<file path="config.mk">
export PLATFORM = sky130hd
export DESIGN_NAME = secure_channel_select_control
export DESIGN_NICKNAME = d
export VERILOG_FILES = /design/src/chan_sel_pkg.sv /design/src/secure_channel_select_control.sv
export VERILOG_INCLUDE_DIRS = /design/src
export SDC_FILE = /design/constraint.sdc
export NUM_CORES = 1
export LEC_CHECK = 0
export ABC_CLOCK_PERIOD_IN_PS = 2500
export BUFFER_PORTS_ARGS = -buffer_cell sky130_fd_sc_hd__buf_2
export CELL_PAD_IN_SITES_DETAIL_PLACEMENT = 0
export CELL_PAD_IN_SITES_GLOBAL_PLACEMENT = 1
export CORE_MARGIN = 10
export CORE_UTILIZATION = 41
export DETAILED_ROUTE_END_ITERATION = 10
export PLACE_DENSITY = 0.82
export SLEW_MARGIN = 20
export SYNTH_ARGS = -nofsm -noshare
export SYNTH_HDL_FRONTEND = slang
export SYNTH_SLANG_ARGS = --single-unit
</file>
<file path="constraint.sdc">
create_clock -name refClk -period 2.5 [get_ports refClk]
set_input_delay 0.125 -clock refClk [delete_from_list [all_inputs] [get_ports refClk]]
set_output_delay 0.125 -clock refClk [all_outputs]
set_load 0.005 [all_outputs]
</file>
<file path="src/chan_sel_consts.svh">
/*
  Constants for the secure channel selection control: widths, reset values
  and the authentication-device power-off timing.
  Assumes a 100 MHz reference clock; included by bare name.
*/
// Overview of operation
// - Host change power-cycles auth device, one second off, unless emulated
// - Auth device host port kept apart from others
// - Filter list edits accepted from administrator only
// - Two roles kept: user and administrator
// - Only authorized mechanisms switch; key combos ignored
// - Exactly one selection mechanism enabled at once
// - Selected host indicator driven from reset onward
// - Keyboard and mouse always share one host
// - Requests from connected hosts never change selection
`ifndef CHAN_SEL_CONSTS_SVH
`define CHAN_SEL_CONSTS_SVH
// Clock period in picoseconds
`define CLK_PERIOD_PS 10000
// Least auth-device power-off time in milliseconds
`define AUTH_OFF_MS 1000
// Off time in cycles, rounded up
`define AUTH_OFF_CYC ((`AUTH_OFF_MS * 64'd1000000000 + `CLK_PERIOD_PS - 1) / `CLK_PERIOD_PS)
// Host index at reset
`define HOST_RST 2'h0
// Mechanism selection at reset: front-panel buttons
`define MECH_RST 2'h0
// Width of a filter list entry
`define FILT_W 32
`endif

</file>
<file path="src/chan_sel_pkg.sv">
/*
  Types for the secure channel selection control.
  Assumes nothing beyond a SystemVerilog compiler.
*/
package chan_sel_pkg;
  // Selection mechanisms, one enabled at a time
  typedef enum logic [1:0] {
    MECH_BUTTON = 2'b00,
    MECH_REMOTE = 2'b01,
    MECH_SERIAL = 2'b10
  } mech_t;
  // Privilege roles
  typedef enum logic {
    ROLE_USER = 1'b0,
    ROLE_ADMIN = 1'b1
  } role_t;
  // Power sequence states for the authentication device
  typedef enum logic [1:0] {
    PWR_ON = 2'b00,
    PWR_OFF = 2'b01
  } pwr_state_t;
  // Selection request from one source
  typedef struct packed {
    logic valid;
    logic [1:0] host;
  } sel_req_t;
  // Filter list write request
  typedef struct packed {
    logic valid;
    logic deny;
    logic [31:0] data;
  } filt_req_t;
  // Routing outputs: one host index per peripheral path
  typedef struct packed {
    logic [1:0] kbdHost;
    logic [1:0] mouseHost;
    logic [1:0] authHost;
  } route_t;
endpackage

</file>
<file path="src/secure_channel_select_control.sv">
/*
  Channel selection control for a secure keyboard/mouse switch. Holds the
  selected host, routes keyboard, mouse and the auth device, drives the
  indicator, power-cycles the auth device on each switch unless emulated, and gates filter
  list edits by role.
  Assumes all request inputs come from pins or foreign logic; all but the
  unused keyComboReq are synchronised here; host-side command inputs are deliberately absent.
*/
`timescale 1ns/10ps
`default_nettype none
`include "chan_sel_consts.svh"
module secure_channel_select_control #(
  parameter int HOSTS = 4,
  parameter longint OFF_CYCLES = `AUTH_OFF_CYC
) (
  // Clock and reset
  input wire logic refClk,
  input wire logic arst_n,
  // Selection sources
  input wire chan_sel_pkg::sel_req_t buttonReq,
  input wire chan_sel_pkg::sel_req_t remoteReq,
  input wire chan_sel_pkg::sel_req_t serialReq,
  input wire chan_sel_pkg::sel_req_t keyComboReq,
  // Administration
  input wire logic adminLogin,
  input wire logic adminLogout,
  input wire chan_sel_pkg::mech_t mechSel,
  input wire logic mechSelValid,
  input wire chan_sel_pkg::filt_req_t filtReq,
  input wire logic authEmulated,
  // Outputs
  output logic [1:0] hostIndicator,
  output chan_sel_pkg::route_t route,
  output logic authPowerEn,
  output logic [31:0] allowList,
  output logic [31:0] denyList,
  output logic filtReject,
  output logic [2:0] mechEnable,
  output logic adminActive
);
  import chan_sel_pkg::*;

  //////////////////////////////////////////////////////////////////////////
  // Input synchronisers: two flops for every foreign input except the unused keyComboReq
  localparam int SW = 3 * 3 + 3 + 2 + 1 + 34 + 1;
  logic [SW-1:0] syncA_ff;
  logic [SW-1:0] syncB_ff;
  wire [SW-1:0] rawIn = {buttonReq, remoteReq, serialReq, adminLogin, adminLogout,
    mechSelValid, mechSel, authEmulated, filtReq, 1'b0};

  // Two-stage synchroniser
  always_ff @(posedge refClk or negedge arst_n) begin
    if (!arst_n) begin
      syncA_ff <= '0;
      syncB_ff <= '0;
    end else begin
      syncA_ff <= rawIn;
      syncB_ff <= syncA_ff;
    end
  end

  // Synchronised fields
  sel_req_t sButton, sRemote, sSerial;
  logic sLogin, sLogout, sMechValid, sEmul, sUnused;
  mech_t sMech;
  filt_req_t sFilt;
  assign {sButton, sRemote, sSerial, sLogin, sLogout, sMechValid, sMech, sEmul,
    sFilt, sUnused} = syncB_ff;

  //////////////////////////////////////////////////////////////////////////
  // Roles
  role_t role_ff;
  // Role tracks login and logout; logout wins
  always_ff @(posedge refClk or negedge arst_n) begin
    if (!arst_n) begin
      role_ff <= ROLE_USER;
    end else if (sLogout) begin
      role_ff <= ROLE_USER;
    end else if (sLogin) begin
      role_ff <= ROLE_ADMIN;
    end
  end
  wire isAdmin = (role_ff == ROLE_ADMIN);

  //////////////////////////////////////////////////////////////////////////
  // Mechanism choice: one enabled at a time, admin only
  mech_t mech_ff;
  wire mechLegal = (sMech != mech_t'(2'b11));
  always_ff @(posedge refClk or negedge arst_n) begin
    if (!arst_n) begin
      mech_ff <= mech_t'(`MECH_RST);
    end else if (sMechValid && isAdmin && mechLegal) begin
      mech_ff <= sMech;
    end
  end

  // One-hot enable of the active mechanism
  function automatic logic [2:0] mech_onehot(input mech_t m);
    unique case (m)
      MECH_BUTTON: mech_onehot = 3'h1;
      MECH_REMOTE: mech_onehot = 3'h2;
      MECH_SERIAL: mech_onehot = 3'h4;
      default: mech_onehot = 3'h1;
    endcase
  endfunction
  wire [2:0] mechOh = mech_onehot(mech_ff);

  //////////////////////////////////////////////////////////////////////////
  // Host selection: only the enabled mechanism is heard
  // Key-combination and host-side requests have no path here
  sel_req_t activeReq;
  assign activeReq = mechOh[0] ? sButton : (mechOh[1] ? sRemote : sSerial);
  wire reqOk = activeReq.valid && (int'(activeReq.host) < HOSTS);
  logic [1:0] host_ff;
  wire hostChange = reqOk && (activeReq.host != host_ff);
  always_ff @(posedge refClk or negedge arst_n) begin
    if (!arst_n) begin
      host_ff <= `HOST_RST;
    end else if (hostChange) begin
      host_ff <= activeReq.host;
    end
  end

  //////////////////////////////////////////////////////////////////////////
  // Auth device power cycling
  pwr_state_t pwr_ff;
  logic [39:0] offCnt_ff;
  wire [39:0] offLast = 40'(OFF_CYCLES - 1);
  // Start the off period on every switch unless emulated
  always_ff @(posedge refClk or negedge arst_n) begin
    if (!arst_n) begin
      pwr_ff <= PWR_ON;
      offCnt_ff <= '0;
    end else begin
      unique case (pwr_ff)
        PWR_ON: begin
          if (hostChange && !sEmul) begin
            pwr_ff <= PWR_OFF;
            offCnt_ff <= '0;
          end
        end
        PWR_OFF: begin
          if (hostChange) begin
            offCnt_ff <= '0; // Restart on a further switch
          end else if (offCnt_ff >= offLast) begin
            pwr_ff <= PWR_ON;
          end else begin
            offCnt_ff <= offCnt_ff + 40'h1;
          end
        end
        default: pwr_ff <= PWR_ON;
      endcase
    end
  end

  //////////////////////////////////////////////////////////////////////////
  // Filter lists and registered outputs
  always_ff @(posedge refClk or negedge arst_n) begin
    if (!arst_n) begin
      allowList <= '0;
      denyList <= '0;
      filtReject <= 1'b0;
    end else begin
      filtReject <= sFilt.valid && !isAdmin;
      if (sFilt.valid && isAdmin && !sFilt.deny) begin
        allowList <= sFilt.data;
      end
      if (sFilt.valid && isAdmin && sFilt.deny) begin
        denyList <= sFilt.data;
      end
    end
  end

  // Routing and indicators, all from flops
  always_ff @(posedge refClk or negedge arst_n) begin
    if (!arst_n) begin
      hostIndicator <= `HOST_RST;
      route <= '0;
      authPowerEn <= 1'b0;
      mechEnable <= 3'h1;
      adminActive <= 1'b0;
    end else begin
      hostIndicator <= hostChange ? activeReq.host : host_ff;
      route.kbdHost <= hostChange ? activeReq.host : host_ff;
      route.mouseHost <= hostChange ? activeReq.host : host_ff;
      route.authHost <= hostChange ? activeReq.host : host_ff;
      authPowerEn <= (pwr_ff == PWR_ON) && !(hostChange && !sEmul);
      mechEnable <= mechOh;
      adminActive <= isAdmin;
    end
  end
endmodule
`default_nettype wire

</file>
==> reports/qor.csv, run 1 <==
metric,value,unit
relSlewSlack,62.6,%
start_util,41.7,%
synth-edff-count,0,
io_buffer_count,128,
grt_pass1_vias,5044,
p_switching,2.21,mW
drc,0,
nets,760,
crit_family,compound AO/OA/AOI/OAI gates,
slowest_delay,430,ps
ys_types,47,
ys.flop_type,dfrtp_1,
hold_viol_final,0,
leakagePower,4.75,nW
status,"finished, final reports clean",
antenna_found_initial,0,
combPwrFrac,17.7,%
h-tree-depth,1,
drtIter0Drc,252,
wl_met1,6890,µm
crit_required,2870,ps
internal_power,6.70,mW
final.min_clock_period,2440,ps
place.gp.congestion,0.824,
grt_pass1_wl,26200,µm
synth_fp_nets,554,
path_cells,inv_2 > ha_4 > inv_4 > a211o_1 > a41oi_2 > buf_6 > and4b_2 > buf_6 > a221o_2,
ys_seq_area_share,71.3,%
dieHeight,155,µm
route.met2.wl,7580,µm
crit_top_cell,buf_6,
ys_top_cells_by_area,"dfrtp_1, mux2_2, and3_1, a221o_2, and2_1",
diodes,0,
finalClockSkew,11.3,ps
seqCellArea,0.00536,mm²
synthArstFlopShare,100,%
wl_met3,1030,µm
critical_path.slowest_cell,dfrtp_1,
fin_cells,947,
synth_area,0.00751,mm²
insertion_delay,500,ps
clock_path_buffers,3,
fin_crit_sh,97.7,%
syn_area_per_cell,15.1,µm²
max_freq,409,MHz
fp.dieW,155,µm
top_layer_used,met4,
p_seq_share,45.7,%
syn_to_final_growth,31.2,%
synth-seq-cells,214,
tightest_slew,556,ps
viasPerCell,4.95,
cts_tree,done,
power,8.91,mW
cts_num_sinks,214,
switching_share,24.8,%
peakVddDrop,657,µV
rows,49,
min_path_type,primary input to asynchronous set/reset pin,
cts_made_buffers,23,
critPathMaxFanout,6,
routed_wirelength,15700,µm
layout-drive-gt1-share,39.6,%
n_fill_cell,1446,
cp-end-kind,flop,
yosysTopAreaCellShare,70.9,%
ys_warn_count,0,
cts-root-buf,clkbuf_16,
mostFrequentLayoutCell,dfrtp_1,
grt_overflow,0,
multiInputGateArea,0.00202,mm²
power_density,903,mW/mm²
drv_slew,0,
critPathArrivalTime,2810,ps
coreArea,0.0180,mm²
path_buf_inv,4,
grt_start_max_net_pins,86,
setup_violations,0,
dp_hpwl,10400,µm
clkPwrFrac,36.6,%
io_pins,132,
grt_setup_unrepaired,true,
criticalPathCategory,flop to flop,
vias,4688,
ant_nets,0,
dp.cells,850,
drv_cap,0,
first_pass_iters,4,
tns,0,ps
cp-start-kind,flop,
path_clk_slew,60,ps
syn_inst,497,
layout_common_cells,"dfrtp_1, buf_2, mux2_2",
die_area,0.0241,mm²
grt_use_total,12.9,%
wl_per_cell,16.6,µm
yosys.area.top_type,dfrtp_1,
[layout make-up]
cell class,count,area share [%]
Tap cell,229,2.91
Inverter,8,0.330
Timing Repair Buffer,204,14.4
Clock inverter,7,0.749
Sequential cell,214,54.3
Multi-Input combinational cell,252,20.4
Clock buffer,33,6.83
[layer usage]
layer	track usage (%)	up-vias
li1	-	2176
met1	16.5	2356
met2	21.2	134
met3	3.25	22
met4	3.83	0
met5	0	-
[kinds of logic (layout without fill, tap and decap cells)]
logic type / Yosys count / in the layout / synth area share [%]
compound gates: 49 / 49 / 5.63
fa+ha+maj: 3 / 3 / 0.500
buf+inv: 31 / 252 / 2.38
flops: 214 / 214 / 71.3
mux: 72 / 72 / 10.7
simple gates: 128 / 128 / 9.48
[power by group through the flow]
stage | clock network (mW) | logic [mW] | registers (mW)
3_3_place_gp | 0 | 1.34 | 4.10
5_1_grt | 3.55 | 1.73 | 4.12
6_report | 3.26 | 1.58 | 4.07
4_1_cts | 3.38 | 1.51 | 4.06
3_5_place_dp | 0 | 1.39 | 4.13
2_1_floorplan | 0 | 0.670 | 4.11
[cell usage after synthesis (3+ instances only)]
cell / instances
and4_1: 5
nor2b_1: 4
a221o_1: 8
a221o_2: 9
mux2_2: 68
nand2_1: 17
nor4_1: 3
clkbuf_1: 7
a211o_1: 4
ha_1: 3
mux2i_1: 4
buf_1: 3
and2_1: 15
o31ai_1: 3
nand3_1: 12
nor3b_1: 4
o21ai_0: 9
nor3_1: 4
nor2_1: 25
and3_1: 24
dfrtp_1: 213
a31oi_1: 4
nand4_1: 6
buf_6: 5
buf_4: 6
inv_1: 8
[worst paths after layout]
path,start,endpoint,slack (ps),cells past startpoint
max in group asynchronous,arst_n,allowList[20],1470,3
worst min register to register,syncA_ff[14],syncB_ff[14],340,0
worst max register to register,mech_ff[0],offCnt_ff[11],60,9
worst max-delay path,mech_ff[0],offCnt_ff[11],60,9
worst min-delay path,arst_n,syncB_ff[7],180,2
min in group refClk,filtReq[31],syncA_ff[32],260,2
[what timing repair did]
action | 4_1_cts | 5_1_grt
pin swaps | 1 | 3
resized for setup | 7 | 10
cloned | 0 | 1
endpoints found under the hold margin | 118 | 0
setup endpoints to repair | 18 | 22
setup buffers | 3 | 3
hold buffers | 50 | 0
[metrics by stage]
stage                     area (µm²)  hold WS [ps]  setup slack, ps  util [%]
final                           9860           182             56.9      54.7
after global routing            9860           237            -25.3      54.7
after global placement          8510           147            -42.2      47.2
after floorplan                 7510          -171             43.7         -
after detailed placement        8510           156             -108      47.2
after CTS                       9800           191             4.35      54.4
[registers in the layout (all words and copies together), names as in the netlist]
register and flops:
adminActive 1, allowList 32, authPowerEn 1, denyList 32
filtReject 1, isAdmin 1, mechEnable 3, mech_ff 2
offCnt_ff 40, pwr_ff 1, route 2, syncA_ff 49
syncB_ff 49
No activity file was read; power rests on OpenSTA's default activity.
==> run 2: changes to the inputs <==
Settings changed: ABC_AREA set to 1, CORE_UTILIZATION 41 to 39.
==> run 2 against run 1 <==
  * Clock power increased by 8.9%
  * Fmax increased by 9.5%
  * Routed wire length increased by 8.8%
  * Synthesized area increased by 7.6%
  * Power decreased by 2.4%
  * Sequential share of layout area decreased by 2.4 points
==> reports/qor.csv, run 2 <==
metric,value,unit
routed_wirelength,17100,µm
grt_setup_unrepaired,false,
cts_hold_buf,50,
cts_made_buffers,23,
ys_seq_area_share,66.3,%
tightest_slew,711,ps
drc,0,
grt_pass1_vias,5663,
h-tree-depth,1,
insertion_delay,510,ps
cts-resized-gates,0,
layout-drive-gt1-share,23.4,%
grt_start_max_net_pins,92,
place.gp.congestion,0.840,
crit_required,2880,ps
grt_pass1_wl,28600,µm
hold_viol_final,0,
dieHeight,164,µm
wl_per_cell,13.7,µm
clock_path_buffers,3,
path_clk_slew,60,ps
tns,0,ps
power,8.70,mW
finalClockSkew,11.2,ps
cts_num_sinks,214,
dp.cells,1157,
cp-start-kind,flop,
drv_slew,0,
status,"finished, final reports clean",
peakVddDrop,516,µV
synth_fp_nets,832,
synthArstFlopShare,100,%
synth-seq-cells,214,
syn_inst,775,
fin_crit_sh,89.2,%
die_area,0.0269,mm²
start_util,39.8,%
synth_area,0.00808,mm²
diodes,0,
leakagePower,5.07,nW
ys_top_cells_by_area,"dfrtp_1, nand2_1, o21ai_0, inv_1, nor2_1",
relSlewSlack,52.6,%
drtIter0Drc,226,
fin_ws,270,ps
nets,1019,
grt_use_total,12.9,%
synth_most_common_cell,dfrtp_1,
critPathArrivalTime,2610,ps
mostFrequentLayoutCell,dfrtp_1,
critPathMaxFanout,28,
drv_cap,0,
setup_violations,0,
io_buffer_count,128,
cts-root-buf,clkbuf_16,
syn_to_final_growth,27.5,%
whs,246,ps
yosysTopAreaCellShare,65.9,%
syn_area_per_cell,10.4,µm²
vias,5530,
rows,52,
coreArea,0.0203,mm²
grt_overflow,0,
dp_slack,232,ps
power_density,844,mW/mm²
min_path_type,primary input to asynchronous set/reset pin,
max_freq,448,MHz
yosys-top-cells-count,"dfrtp_1, nand2_1, inv_1, nor2_1, o21ai_0",
cts_tree,done,
final.min_clock_period,2230,ps
ys_types,36,
first_pass_iters,4,
ys_warn_count,0,
dp_hpwl,11500,µm
fin_cells,1249,
yosys.area.top_type,dfrtp_1,
viasPerCell,4.43,
synth-edff-count,0,
fp.dieW,164,µm
io_pins,132,
cp-end-kind,flop,
criticalPathCategory,flop to flop,
top_regs,"syncA_ff (49), syncB_ff (49), offCnt_ff (40)",
antenna_found_initial,0,
post-cts-setup-buffer-count,0,
ys.flop_type,dfrtp_1,
reg2reg_depth,12,
ant_nets,0,
layout_common_cells,"dfrtp_1, nand2_1, buf_2",
[run 2: cell types whose count changed after synthesis, sizes merged, moves of 15 or more]
cell / change
nand3: +34
mux2: -68
and2: -15
a221o: -17
o21ai: +57
nor2: +59
nand2: +194
inv: +70
and3: -23
[run 2: worst paths after layout]
| path | start | end | slack [ps] |
|---|---|---|---|
| max | mech_ff[0] | offCnt_ff[29] | 270 |
| min | arst_n | allowList[4] | 250 |
| max reg2reg | mech_ff[0] | offCnt_ff[29] | 270 |
| min reg2reg | syncA_ff[29] | syncB_ff[29] | 340 |
| max in group asynchronous | arst_n | syncB_ff[19] | 1470 |
| min in group refClk | filtReq[26] | syncA_ff[27] | 250 |
[run 2: where the power goes]
group | total, mW | internal, mW | switching (mW) | leakage [nW]
clock network | 3.55 | 2.19 | 1.36 | 0.400
registers | 4.00 | 3.81 | 0.190 | 2.64
logic | 1.14 | 0.494 | 0.646 | 2.03
[run 2: cell families (layout without fill, tap and decap cells)]
group                    count (synthesis)  count (layout)  synth area share (%)
flip-flops                             214             214                  66.3
adder cells (fa/ha/maj)                  3               3                 0.464
AND/OR/NAND/NOR                        360             360                  20.7
AO/OA/AOI/OAI                           74              74                  4.69
buffers and inverters                  107             311                  6.08
XOR/XNOR                                17              17                  1.84
[run 2: critical path: stages, from the launching register on]
cell	delay [ps]
dfrtp_1	350
inv_1	60
ha_1	340
inv_2	70
or2_1	220
nand3_1	100
nand2_2	70
nand2_4	70
nand3b_2	90
nand2_4	190
nand2_8	170
inv_4	290
nor2_1	80
[run 2: layer usage]
layer	global-route usage [%]	part of all wire, %
met3	2.63	5.4
met1	17.2	46
met2	21.0	47
met5	0	0
met4	3.33	1.7
[run 2: area by class of cell]
class                   instances  area [µm²]
inverters                      79         299
repair buffers                190        1250
flip-flops and latches        214        5360
clock inverters                12         161
fillers                      1866        9990
well taps                     270         338
clock buffers                  30         662
multi-input cells             454        2240
[run 2: metrics by stage]
stage,utilization (%),area [µm²]
final,50.8,10300
after global routing,50.8,10300
after CTS,50.8,10300
after detailed placement,44.3,8990
after global placement,44.3,8990
after floorplan,-,8080
